<file path="src/aum_cfg.svh">
// Purpose: Offsets, field positions, reset values and counts of the user bit manager
// Assumes: Byte addresses on a 32-bit Avalon-MM slave
// Notes: Definitions only
`ifndef AUM_CFG_SVH
`define AUM_CFG_SVH

// Mode codes
`define AUM_MODE_ZERO 2'h0
`define AUM_MODE_BLOCK 2'h1
`define AUM_MODE_RSVD 2'h2
`define AUM_MODE_CONS 2'h3

// Register byte offsets
`define AUM_OFS_CTRL 8'h00
`define AUM_OFS_STAT 8'h04
`define AUM_OFS_QSUB 8'h08
`define AUM_OFS_EBUF 8'h40
`define AUM_E_WORDS 12

// Control fields
`define AUM_CTRL_MODE_LSB 0
`define AUM_CTRL_INH_DE 2
`define AUM_CTRL_INH_EF 3
`define AUM_CTRL_IRQ_EN 4
`define AUM_CTRL_RESET 32'h0000_0000

// Status fields; overwrite flag cleared by writing one
`define AUM_STAT_OVF 0
`define AUM_STAT_GAP_LSB 8
`define AUM_STAT_CNT_LSB 16

// Block and consumer format counts
`define AUM_BLK_BITS 192
`define AUM_BLK_LAST 8'hBF
`define AUM_IU_LAST 3'h7
`define AUM_GAP_ZEROS 4'h9
`define AUM_MAX_FILL 4'h8
`define AUM_MIN_UNITS 8'h03
`define AUM_FIFO_AW 8
`define AUM_FIFO_FULL 9'h100

`endif

</file>
<file path="src/aum_pkg.sv">
// Purpose: Types of the user bit manager
// Assumes: Counts and offsets live in aum_cfg.svh
// Notes: Transmit sequencer states for the consumer format
package aum_pkg;
    typedef logic [1:0] aum_mode_t;
    typedef enum logic [1:0] {
        AUM_TX_IDLE,
        AUM_TX_UNIT,
        AUM_TX_FILL,
        AUM_TX_GAP
    } aum_tx_e;
endpackage

</file>
<file path="src/aum_user_bit_mgr.sv">
// Purpose: User bit manager: zero, block and consumer message modes
// Assumes: rx_bit_valid and tx_bit_req are one-cycle pulses, one per frame
// Notes: Block starts come with the first bit of a block on each side
`timescale 1ns/10ps
`include "aum_cfg.svh"

// Contract
// Two-bit mode selects zeros, block, reserved or consumer message FIFO.
// Zeros mode sends zero regardless of buffer or incoming user bits.
// Block mode moves whole blocks through three cascaded block memories.
// Only the middle block memory is host readable and writable.
// Host-written user data reaches the output only in block mode.
// Host buffer access always uses two-byte words.
// Byte MSB is earliest received bit and first sent.
// Byte order follows time, first byte earliest.
// A unit is eight bits: leading one then seven payload bits.
// Up to eight zeros join units; nine or more zeros end a message.
// First payload bits of units are collected into a readable register.
// Consumer units are queued in a FIFO drained at transmit timing.
// Transmission starts only once a complete message is queued.
// Only units are written; filler and gaps write nothing.
// Output filler between units equals shortest observed input filler.
// Empty FIFO sends zeros until another complete message is queued.
// An overwrite clears the whole FIFO structure synchronously.
// Overwrite raises an interrupt when enabled.
// Source pads enough zeros between messages when input rate is higher.
// Reserved code does nothing; output stays zero.
// Inhibit bits block first-to-middle and middle-to-last transfers.
// Mode field is host writable and resets to zeros mode.
// FIFO holds at least one 129-unit message.
module aum_user_bit_mgr
    import aum_pkg::*;
(
    input wire logic clk,
    input wire logic rst,
    input wire logic [7:0] avs_address,
    input wire logic avs_read,
    input wire logic avs_write,
    input wire logic [31:0] avs_writedata,
    output logic [31:0] avs_readdata,
    output logic avs_waitrequest,
    input wire logic rx_ubit,
    input wire logic rx_bit_valid,
    input wire logic rx_block_start,
    input wire logic tx_bit_req,
    input wire logic tx_block_start,
    output logic tx_ubit,
    output logic irq
);
    // Control and status
    aum_mode_t mode;
    logic inh_de;
    logic inh_ef;
    logic irq_en;
    logic ovf_flag;
    logic [31:0] q_sub;
    logic [3:0] output_gap_len;

    // Block buffers, bit 191 is the first bit of the block
    logic [191:0] d_sh;
    logic [191:0] e_buf;
    logic [191:0] f_buf;
    logic [7:0] d_cnt;
    logic [7:0] t_idx;

    // Consumer receive parser
    logic in_unit;
    logic in_msg;
    logic skip_msg;
    logic first_pend;
    logic [7:0] u_sh;
    logic [2:0] u_cnt;
    logic [3:0] zrun;
    logic [7:0] msg_units;

    // FIFO of units, top bit marks the first unit of a message
    logic [8:0] fifo_mem [0:(1 << `AUM_FIFO_AW) - 1];
    logic [8:0] wp;
    logic [8:0] cp;
    logic [8:0] rp;
    logic [8:0] fifo_cnt;
    logic push;
    logic ovf_clr;
    logic [8:0] head;

    // Consumer transmit sequencer
    aum_tx_e tx_st;
    logic [7:0] t_sh;
    logic [3:0] t_cnt;
    logic cons_bit;
    logic blk_bit;
    logic [7:0] nxt_idx;
    logic ef_load;

    // Bus handshake
    logic bus_take;
    logic [3:0] e_word;
    logic e_hit;
    logic [31:0] next_readdata;

    assign bus_take = (avs_read || avs_write) && !avs_waitrequest;
    assign e_word = 4'((avs_address - `AUM_OFS_EBUF) >> 2);
    // Full-width compare, a truncated word index would alias high addresses
    assign e_hit = (avs_address >= `AUM_OFS_EBUF) && ((avs_address - `AUM_OFS_EBUF) < 8'(4 * `AUM_E_WORDS))
        && (avs_address[1:0] == 2'h0);
    assign fifo_cnt = wp - rp;
    assign push = rx_bit_valid && (mode == `AUM_MODE_CONS) && in_unit && (u_cnt == `AUM_IU_LAST) && !skip_msg;
    assign ovf_clr = push && (fifo_cnt == `AUM_FIFO_FULL);
    assign head = fifo_mem[rp[`AUM_FIFO_AW-1:0]];

    // One wait state: waitrequest drops the cycle after a request appears
    always_ff @(posedge clk) begin
        if (rst) begin
            avs_waitrequest <= 1'b1;
            avs_readdata <= 32'h0000_0000;
        end else begin
            avs_waitrequest <= !((avs_read || avs_write) && avs_waitrequest);
            if ((avs_read || avs_write) && avs_waitrequest) begin
                avs_readdata <= next_readdata;
            end
        end
    end

    always_comb begin
        next_readdata = 32'h0000_0000;
        case (avs_address)
            `AUM_OFS_CTRL: begin
                next_readdata[`AUM_CTRL_MODE_LSB +: 2] = mode;
                next_readdata[`AUM_CTRL_INH_DE] = inh_de;
                next_readdata[`AUM_CTRL_INH_EF] = inh_ef;
                next_readdata[`AUM_CTRL_IRQ_EN] = irq_en;
            end
            `AUM_OFS_STAT: begin
                next_readdata[`AUM_STAT_OVF] = ovf_flag;
                next_readdata[`AUM_STAT_GAP_LSB +: 4] = output_gap_len;
                next_readdata[`AUM_STAT_CNT_LSB +: 9] = fifo_cnt;
            end
            `AUM_OFS_QSUB: next_readdata = q_sub;
            default: begin
                // Two bytes per word, earlier byte in the upper lane
                if (e_hit) begin
                    next_readdata[15:0] = e_buf[8'd191 - {e_word, 4'h0} -: 16];
                end
            end
        endcase
    end

    // Control register
    always_ff @(posedge clk) begin
        if (rst) begin
            mode <= `AUM_MODE_ZERO;
            inh_de <= 1'b0;
            inh_ef <= 1'b0;
            irq_en <= 1'b0;
        end else if (bus_take && avs_write && (avs_address == `AUM_OFS_CTRL)) begin
            mode <= avs_writedata[`AUM_CTRL_MODE_LSB +: 2];
            inh_de <= avs_writedata[`AUM_CTRL_INH_DE];
            inh_ef <= avs_writedata[`AUM_CTRL_INH_EF];
            irq_en <= avs_writedata[`AUM_CTRL_IRQ_EN];
        end
    end

    // Overwrite flag; a new overwrite beats the clear
    always_ff @(posedge clk) begin
        if (rst) begin
            ovf_flag <= 1'b0;
            irq <= 1'b0;
        end else begin
            if (ovf_clr) begin
                ovf_flag <= 1'b1;
            end else if (bus_take && avs_write && (avs_address == `AUM_OFS_STAT) && avs_writedata[`AUM_STAT_OVF]) begin
                ovf_flag <= 1'b0;
            end
            irq <= (ovf_flag || ovf_clr) && irq_en;
        end
    end

    // First buffer: shift in at the bottom so the earliest bit ends on top
    always_ff @(posedge clk) begin
        if (rst) begin
            d_sh <= '0;
            d_cnt <= 8'h00;
        end else if (rx_bit_valid) begin
            d_sh <= {d_sh[190:0], rx_ubit};
            d_cnt <= rx_block_start ? 8'h01 : ((d_cnt == `AUM_BLK_LAST) ? 8'h00 : d_cnt + 8'h01);
        end
    end

    // Middle buffer: block transfer in, host word writes win over it
    always_ff @(posedge clk) begin
        if (rst) begin
            e_buf <= '0;
        end else begin
            if (rx_bit_valid && !rx_block_start && (d_cnt == `AUM_BLK_LAST) && !inh_de) begin
                e_buf <= {d_sh[190:0], rx_ubit};
            end
            if (bus_take && avs_write && e_hit) begin
                e_buf[8'd191 - {e_word, 4'h0} -: 16] <= avs_writedata[15:0];
            end
        end
    end

    // Last buffer and transmit bit position
    assign ef_load = tx_block_start && !inh_ef;
    assign nxt_idx = tx_block_start ? 8'h00 : ((t_idx == `AUM_BLK_LAST) ? 8'h00 : t_idx + 8'h01);
    assign blk_bit = ef_load ? e_buf[8'd191 - nxt_idx] : f_buf[8'd191 - nxt_idx];

    always_ff @(posedge clk) begin
        if (rst) begin
            f_buf <= '0;
            t_idx <= `AUM_BLK_LAST;
        end else if (tx_bit_req) begin
            if (ef_load) begin
                f_buf <= e_buf;
            end
            t_idx <= nxt_idx;
        end
    end

    // Consumer receive parser
    always_ff @(posedge clk) begin
        if (rst) begin
            in_unit <= 1'b0;
            in_msg <= 1'b0;
            skip_msg <= 1'b0;
            first_pend <= 1'b0;
            u_sh <= 8'h00;
            u_cnt <= 3'h0;
            zrun <= `AUM_GAP_ZEROS;
            msg_units <= 8'h00;
            output_gap_len <= `AUM_MAX_FILL;
            q_sub <= 32'h0000_0000;
            wp <= 9'h000;
            cp <= 9'h000;
        end else if (mode != `AUM_MODE_CONS) begin
            in_unit <= 1'b0;
            in_msg <= 1'b0;
            skip_msg <= 1'b0;
            zrun <= `AUM_GAP_ZEROS;
            msg_units <= 8'h00;
            wp <= cp;
        end else if (rx_bit_valid) begin
            if (in_unit) begin
                u_sh <= {u_sh[6:0], rx_ubit};
                u_cnt <= u_cnt + 3'h1;
                if (u_cnt == `AUM_IU_LAST) begin
                    in_unit <= 1'b0;
                    zrun <= 4'h0;
                    q_sub <= {q_sub[30:0], u_sh[5]};
                    if (ovf_clr) begin
                        wp <= 9'h000;
                        cp <= 9'h000;
                        skip_msg <= 1'b1;
                    end else if (!skip_msg) begin
                        fifo_mem[wp[`AUM_FIFO_AW-1:0]] <= {first_pend, u_sh[6:0], rx_ubit};
                        wp <= wp + 9'h001;
                        msg_units <= (msg_units == 8'hFF) ? msg_units : msg_units + 8'h01;
                    end
                end
            end else if (rx_ubit) begin
                // Start bit of a unit
                in_unit <= 1'b1;
                u_sh <= 8'h01;
                u_cnt <= 3'h1;
                first_pend <= !in_msg;
                in_msg <= 1'b1;
                if (in_msg && (zrun < output_gap_len)) begin
                    output_gap_len <= zrun;
                end
            end else begin
                zrun <= (zrun == `AUM_GAP_ZEROS) ? zrun : zrun + 4'h1;
                if (in_msg && (zrun == `AUM_MAX_FILL)) begin
                    // Ninth zero closes the message; short ones are dropped
                    in_msg <= 1'b0;
                    skip_msg <= 1'b0;
                    msg_units <= 8'h00;
                    if (!skip_msg && (msg_units >= `AUM_MIN_UNITS)) begin
                        cp <= wp;
                    end else if (!skip_msg) begin
                        wp <= cp;
                    end
                end
            end
        end
    end

    // Consumer transmit sequencer, runs only on committed units
    always_ff @(posedge clk) begin
        if (rst) begin
            tx_st <= AUM_TX_IDLE;
            rp <= 9'h000;
            t_sh <= 8'h00;
            t_cnt <= 4'h0;
            cons_bit <= 1'b0;
        end else if (ovf_clr || (mode != `AUM_MODE_CONS)) begin
            // Restart clean; a partly sent unit is cut, not corrupted
            tx_st <= AUM_TX_IDLE;
            rp <= ovf_clr ? 9'h000 : cp;
            cons_bit <= 1'b0;
        end else if (tx_bit_req) begin
            case (tx_st)
                AUM_TX_IDLE, AUM_TX_FILL: begin
                    if ((tx_st == AUM_TX_FILL) && (t_cnt != 4'h0)) begin
                        cons_bit <= 1'b0;
                        t_cnt <= t_cnt - 4'h1;
                    end else if (rp != cp) begin
                        cons_bit <= head[7];
                        t_sh <= {head[6:0], 1'b0};
                        t_cnt <= 4'h7;
                        rp <= rp + 9'h001;
                        tx_st <= AUM_TX_UNIT;
                    end else begin
                        cons_bit <= 1'b0;
                        tx_st <= AUM_TX_IDLE;
                    end
                end
                AUM_TX_UNIT: begin
                    cons_bit <= t_sh[7];
                    t_sh <= {t_sh[6:0], 1'b0};
                    t_cnt <= t_cnt - 4'h1;
                    if (t_cnt == 4'h1) begin
                        if ((rp != cp) && !head[8]) begin
                            tx_st <= AUM_TX_FILL;
                            t_cnt <= output_gap_len;
                        end else begin
                            tx_st <= AUM_TX_GAP;
                            t_cnt <= `AUM_GAP_ZEROS;
                        end
                    end
                end
                AUM_TX_GAP: begin
                    cons_bit <= 1'b0;
                    t_cnt <= t_cnt - 4'h1;
                    if (t_cnt == 4'h1) begin
                        tx_st <= AUM_TX_IDLE;
                    end
                end
                default: begin
                    tx_st <= AUM_TX_IDLE;
                    cons_bit <= 1'b0;
                end
            endcase
        end
    end

    // Output bit; the consumer path has its own one-frame pipeline
    always_ff @(posedge clk) begin
        if (rst) begin
            tx_ubit <= 1'b0;
        end else if (tx_bit_req) begin
            case (mode)
                `AUM_MODE_BLOCK: tx_ubit <= blk_bit;
                `AUM_MODE_CONS: tx_ubit <= cons_bit;
                default: tx_ubit <= 1'b0;
            endcase
        end
    end

    // Consumer mode relies on the source padding between messages, see R19 above
    a_zero_mode: assert property (@(posedge clk) disable iff (rst)
        (tx_bit_req && (mode == `AUM_MODE_ZERO)) |=> !tx_ubit)
        else $error("zeros mode sent a one");

    a_rsvd_mode: assert property (@(posedge clk) disable iff (rst)
        (tx_bit_req && (mode == `AUM_MODE_RSVD)) |=> !tx_ubit)
        else $error("reserved mode sent a one");

    a_mode_reset: assert property (@(posedge clk)
        rst |=> (mode == `AUM_MODE_ZERO))
        else $error("mode not zero after reset");

    a_wait_state: assert property (@(posedge clk) disable iff (rst)
        ((avs_read || avs_write) && avs_waitrequest) |=> (!avs_waitrequest ##1 avs_waitrequest))
        else $error("waitrequest not one cycle low");

    a_ovf_clears: assert property (@(posedge clk) disable iff (rst)
        ovf_clr |=> ((wp == 9'h000) && (rp == 9'h000) && (cp == 9'h000) && ovf_flag))
        else $error("overwrite did not clear fifo");

    a_irq_follow: assert property (@(posedge clk) disable iff (rst)
        (ovf_clr && irq_en) |=> irq)
        else $error("overwrite interrupt missing");

    a_fifo_bound: assert property (@(posedge clk) disable iff (rst)
        (fifo_cnt <= `AUM_FIFO_FULL) && ((cp - rp) <= fifo_cnt))
        else $error("fifo pointers out of order");

    a_inhibit_de: assert property (@(posedge clk) disable iff (rst)
        (inh_de && !(bus_take && avs_write)) |=> $stable(e_buf))
        else $error("middle buffer changed while inhibited");

    a_empty_zero: assert property (@(posedge clk) disable iff (rst)
        ((mode == `AUM_MODE_CONS) && (tx_st == AUM_TX_IDLE) && (rp == cp) && tx_bit_req && !ovf_clr)
        |=> (!cons_bit ##1 (!tx_bit_req || !tx_ubit)))
        else $error("empty fifo sent a one");

    a_gap_bound: assert property (@(posedge clk) disable iff (rst)
        output_gap_len <= `AUM_MAX_FILL)
        else $error("filler length above eight");

endmodule // aum_user_bit_mgr

</file>
<file path="config.mk">
export PLATFORM = sky130hd
export DESIGN_NAME = aum_user_bit_mgr
export DESIGN_NICKNAME = d
export VERILOG_FILES = /design/src/aum_pkg.sv /design/src/aum_user_bit_mgr.sv
export VERILOG_INCLUDE_DIRS = /design/src
export SDC_FILE = /design/constraint.sdc
export NUM_CORES = 2
export LEC_CHECK = 0
export ABC_AREA = 1
export BUFFER_PORTS_ARGS = -buffer_cell sky130_fd_sc_hd__buf_2
export CORE_ASPECT_RATIO = 0.9
export CORE_MARGIN = 3
export CORE_UTILIZATION = 55
export CTS_BUF_LIST = sky130_fd_sc_hd__clkbuf_4
export DETAILED_ROUTE_END_ITERATION = 10
export PLACE_DENSITY = 0.73
export REMOVE_ABC_BUFFERS = 1
export SYNTH_ARGS = -nofsm -noshare
export SYNTH_HDL_FRONTEND = slang
export SYNTH_SLANG_ARGS = --single-unit
export TNS_END_PERCENT = 1
</file>
<file path="constraint.sdc">
create_clock -name clk -period 3.9 [get_ports clk]
set_input_delay 0.39 -clock clk [delete_from_list [all_inputs] [get_ports clk]]
set_output_delay 0.39 -clock clk [all_outputs]
set_load 0.1 [all_outputs]
</file>
Word-level counts from Yosys, hierarchy flattened
Memory sizes are Yosys's and may differ from the RTL's. A register that Yosys moved wholly into a read port is not among the register bits.
Index checks and enable logic that the tools add are counted.

word-level totals
  memories kept = 1
  output and inout port bits = 35
  register bits after elaboration = 736
  logic and storage cells = 256
  bits in writable memories = 2,304
  input bits = 49

cells by class
  reductions and logical operators = 69
  multiplexer cells = 96
  bitwise gates (word level) = 3
  shift-type cells = 3
  add/subtract/negate cells = 13
  equal/unequal tests = 35
  $lt $le $gt $ge = 5

memories
  memory    depth  bits a word  read ports  clocked after memory_dff  wr ports  line                    source
  fifo_mem  256    9            1           1                         1         aum_user_bit_mgr.sv:77  logic [8:0] fifo_mem [0:(1 << `AUM_FIFO_AW) - 1];

operators by type and width
  operator                                                                   number
  192-bit two-way mux                                                        3
  16-bit by 10-bit variable shift with 207-bit output, first input constant  1
  16-bit by 10-bit variable part select with 207-bit output                  1
  207-bit by 9-bit variable part select with 16-bit output                   1
  192-bit bitwise mux                                                        1
  9-bit two-way mux                                                          21
  8-bit two-way mux                                                          15
  4-bit one-hot mux with 3 select lines                                      3
  4-bit two-way mux                                                          8
  1-bit two-way mux                                                          26
  8-bit by 1-bit adder with 8-bit output, second input constant              3
  8-bit == test, second input constant                                       3
  1-bit logical AND                                                          24
  7-bit two-way mux                                                          3
  2-bit inequality test, second input constant                               10
  4-bit AND reduction                                                        5
  2-bit nonzero test                                                         10
  9-bit by 1-bit adder with 9-bit output, second input constant              2
  9-bit one-hot mux with 2 select lines                                      1
  1-bit binary-select mux with 8-bit select                                  2
  16-bit two-way mux                                                         1
  8-bit one-hot mux with 2 select lines                                      1
  8-bit subtractor, first input constant                                     2
  5-bit AND reduction                                                        3
  43 further kinds                                                           74

Depth between registers and ports, before layout
  depth after elaboration = 13
  mapped depth = 22
  gate-level depth less buffers = 21

Worst setup path before layout
OpenSTA, ideal clock, no wires.

  path type = reg-to-reg
  start = register u_sh[5]
  end = memory fifo_mem[0][6], data pin
  setup time = 859 ps
  period minus slack after synthesis = 4,272 ps
  setup slack = -372 ps
  required time = 3,041 ps
  arrival = 3,413 ps
  buffers on the path = 0
  cell stages (with the launch flop) = 1
  path through = dfxtp_1

RTL lines
  element                   line                     source
  start: declaration        aum_user_bit_mgr.sv:71   logic [7:0] u_sh;
  start signal: assignment  aum_user_bit_mgr.sv:244  u_sh <= {u_sh[6:0], rx_ubit};
  end: declaration          aum_user_bit_mgr.sv:77

Straight into the memory's write port.

Worst setup path after layout
  start = register wp[0]
  end = memory fifo_mem[38][1], enable pin

between the ends
  longest elaborated chain between the ends = 10

ends and longest elaborated chain
  element                   line                     source
  start: declaration        aum_user_bit_mgr.sv:78   logic [8:0] wp;
  start signal: assignment  aum_user_bit_mgr.sv:241  wp <= cp;
  start signal: assignment  aum_user_bit_mgr.sv:256  wp <= wp + 9'h001;
  start signal: assignment  aum_user_bit_mgr.sv:280  wp <= cp;
  9-bit subtractor          aum_user_bit_mgr.sv:106  assign fifo_cnt = wp - rp;
  9-bit == test (no line)   -
  1-bit logical AND         aum_user_bit_mgr.sv:108  assign ovf_clr = push && (fifo_cnt == `AUM_FIFO_FULL);
  1-bit two-way mux         aum_user_bit_mgr.sv:250  if (ovf_clr) begin
  1-bit two-way mux         aum_user_bit_mgr.sv:246  if (u_cnt == `AUM_IU_LAST) begin
  1-bit two-way mux         aum_user_bit_mgr.sv:243  if (in_unit) begin
  1-bit two-way mux         aum_user_bit_mgr.sv:242  end else if (rx_bit_valid) begin
  1-bit two-way mux         aum_user_bit_mgr.sv:235  end else if (mode != `AUM_MODE_CONS) begin
  1-bit two-way mux         aum_user_bit_mgr.sv:222  if (rst) begin
  1-bit two-way mux         aum_user_bit_mgr.sv:255  fifo_mem[wp[`AUM_FIFO_AW-1:0]] <= {first_pend, u_sh[6:0], rx_ubit};

Several ways; a longest one is shown, not always the timed one.

==> results.toml <==
[power]
power_frac_comb_pct = 3.2
ir_worst_vdd_uv = 369.3
p_switching_mw = 14.29
p_leak_nw = 49.79
p_int_mw = 48.33
powerDensity_nw_per_um2 = 442.0
p_seq_share_pct = 55.6
p_sw_share_pct = 22.82
clkPwrFrac_pct = 41.2

[worst_setup_path]
crit_fanout = 16
crit_end = "fifo_mem[38][1]"
rrSetupSlack_ns = 0.28
endpoint_kind = "flop"
path_depth = 20
slowest_stage = "fa_1"
crit_top_cell = "nand2_1"
crit_family = "simple AND/OR/NAND/NOR gates"
crit_required_ns = 4.99
r2r_cells = 20
crit_buf_inv = 5
startpoint = "wp[0]"
worstSetupStartpointType = "flop"
path_cells = "inv_1 -> ha_1 -> inv_1 -> fa_1 -> nand3_1 -> nand3_1 -> nand2_1 -> nand2_1 -> nand2_1 -> a21boi_1 -> o21ai_1 -> nand2_1 -> xor2_1 -> nand4_4 -> nand4_4 -> inv_4 -> nand3_4 -> buf_4 -> nor3_1 -> buf_4"
arrival_ns = 4.71
r2r-start = "wp[0]"
r2r_end = "fifo_mem[38][1]"
slowest_delay_ns = 0.41
crit_type = "flop to flop"

[synthesis]
synth_area_leaders = "edfxtp_1 55%, dfxtp_1 12%, o21ai_0 7.4%"
yosys_warnings = 0
syn_avg_cell_area_um2 = 10.46
postSynthCellCount = 12020
synth_edf_count = 2304
synth.top_cell.area_share_pct = 54.98
yosys_most_used_dff = "edfxtp_1"
synth_area_leader_cell = "edfxtp_1"
ys_types = 62
synthArstFlopShare_pct = 0
seq_area_frac_synth_pct = 66.80
ys_seq_elements = 3047
synthesis.area_um2 = 125800

[clock_network]
insertion_delay_ns = 1.43
clockBufferDepth = 4
cts-resized-gates = 0
clk_pin_slew_ns = 0.06
cts_setup_buffers = 0
h-tree-depth = 6
numCtsBuffers = 734
cts_tree = "built"
cts_root_buf = "clkbuf_4"
cts_num_sinks = 3047

[place]
placed_area_um2 = 132000
gp_congestion = 0.9747
port_buffers = 67
dp_hpwl_mm = 228.7
pre_cts_ws_ns = 0.2956

[routing]
first_pass_iters = 9
vias = 99680
detail_route.vias_per_cell = 6.190
drt-initial-drc-count = 14740
wire_per_inst_um = 23.69
ant_nets = 0
routed_wl_mm = 381.4
drcViolationCount = 0

[die]
coreArea_um2 = 226100
start_util_pct = 55.66
num_rows = 165
dieWidth_um = 510.2
dieHeight_um = 459.8
ios = 84
die_area_um2 = 234600

[sta]
fin_hold_ws_ns = 0.1016
hold_viol = 0
slew_headroom_pct = 14.44
slew_viol_final = 0
grt_setup_unrepaired = "no"
period_minus_slack_ns = 3.620
fin_crit_sh_pct = 92.83
max_freq_mhz = 276.2
tightest_slew_ns = 1.283
fin_ws_ns = 0.2797
clock_skew_ns = 0.1895
setup_viol = 0

[global_routing]
grt_pass1_vias = 95160
antenna_found_initial = 18
grt_max_degree = 186
grt_overflow = 0
grtUsageTotal_pct = 31.75
grt_pass1_wl_mm = 570.8

[outcome]
status = "finished, final reports clean"

[cells_and_area]
areaGrowthSynthToFinish_pct = 12.58
layout_commonest_cell = "edfxtp_1"
layout_common_cells = "2304 x edfxtp_1, 2006 x nor2_1, 1856 x o21ai_0"
utilization_pct = 62.67
postLayoutCellArea_um2 = 141700
drive_gt1_share_pct = 14.57
nets = 12640
fill_cells = 17750

[job]
cap_violations = 0

[worst_hold_path]
hold_path.class = "primary input to flop"
## cells by family (layout without fill, tap and decap cells)
| logic type | after synthesis | after routing | share of synthesized area, % |
|---|---|---|---|
| simple gates | 4356 | 4356 | 14.21 |
| buf+inv | 1315 | 2371 | 4.187 |
| other cells | 0 | 16 | 0 |
| fa+ha+maj | 31 | 31 | 0.3142 |
| flops | 3047 | 3047 | 66.80 |
| xor+xnor | 27 | 27 | 0.1879 |
| compound gates | 3248 | 3248 | 14.30 |
## metrics by stage
stage	instances	setup TNS, ns	total power, mW
2_1_floorplan	11090	-5241.52	36.65
6_report	16100	0	62.62
5_1_grt	16090	0	64.83
3_5_place_dp	14780	0	37.41
4_1_cts	16090	0	62.87
3_3_place_gp	14780	0	37.37
## worst min-delay path by stage
stage                      start          to  slack (ns)  depth (start not counted)
6_report        avs_writedata[9]  e_buf[121]        0.10                          4
5_1_grt        avs_writedata[10]  e_buf[170]       0.007                          4
4_1_cts         avs_writedata[9]  e_buf[153]       0.009                          4
3_5_place_dp          f_buf[120]  f_buf[120]        0.44                          2
3_3_place_gp          f_buf[168]  f_buf[168]        0.43                          2
2_1_floorplan         f_buf[114]  f_buf[114]        0.43                          2
## cell type report
cell class	count	area, µm²	share of cell area (%)
clock inverter	212	1214	0.8567
antenna	16	40.04	0.02826
inverter	377	1463	1.032
timing repair buffer	734	6566	4.635
sequential	3047	84110	59.37
tap	3006	3761	2.655
clock buffer	1048	7868	5.554
multi-input combinational	7662	36640	25.87
## sequential cells by signal (all words and copies together), names as in the netlist, 2 cells and up, named ones only
signal	cells
fifo_mem	2304
d_sh	191
d_cnt	8
f_buf	192
e_buf	192
msg_units	8
zrun	4
t_sh	7
u_cnt	3
q_sub	32
output_gap_len	4
rp	9
u_sh	7
wp	9
t_idx	8
mode	2
avs_readdata	32
cp	9
tx_st	2
t_cnt	4
## timing repair
| item | in CTS | in global routing |
|---|---|---|
| endpoints found under the setup margin | 0 | 0 |
| hold buffers | 50 | 0 |
| hold endpoints to repair | 965 | 0 |
## Yosys cell counts, types with 7 or more instances
cell	instances
nand4_1	20
nor2_2	22
inv_1	357
buf_6	17
a221oi_1	11
o21ai_0	1856
o31ai_1	10
nand2_4	7
nor3_1	88
clkinv_1	8
xor2_1	24
a311oi_1	106
nand2_1	1387
o22ai_1	684
buf_1	73
a211oi_1	7
o2bb2ai_1	9
nor2_1	2011
nand3_1	790
o211ai_1	56
buf_2	115
dfxtp_1	743
ha_1	30
a21oi_1	380
edfxtp_1	2304
buf_4	9
inv_2	10
clkbuf_1	722
a31oi_1	75
o21ai_1	17
## tightest hold or removal path, cell delays in order
cell           delay (ns)
dlygate4sd3_1        0.54
buf_2                0.29
nor2_1               0.16
a311oi_1             0.05
## routing by layer
| metal | share of wire (%) | up-vias | GRT usage (%) |
|---|---|---|---|
| met3 | 13 | 1122 | 8.227 |
| met1 | 38 | 47030 | 43.46 |
| met2 | 44 | 7047 | 47.31 |
| li1 | - | 44460 | - |
| met5 | 0.041 | - | 0 |
| met4 | 5.1 | 20 | 15.43 |
## power groups by stage
stage / sequential [mW] / clock [mW] / combinational, mW
6_report: 34.8 / 25.8 / 1.99
5_1_grt: 34.8 / 27.9 / 2.13
4_1_cts: 34.8 / 26.1 / 1.93
3_5_place_dp: 35.5 / 0 / 1.88
3_3_place_gp: 35.5 / 0 / 1.85
2_1_floorplan: 35.7 / 0 / 0.989
No activity file was read; power rests on OpenSTA's default activity.
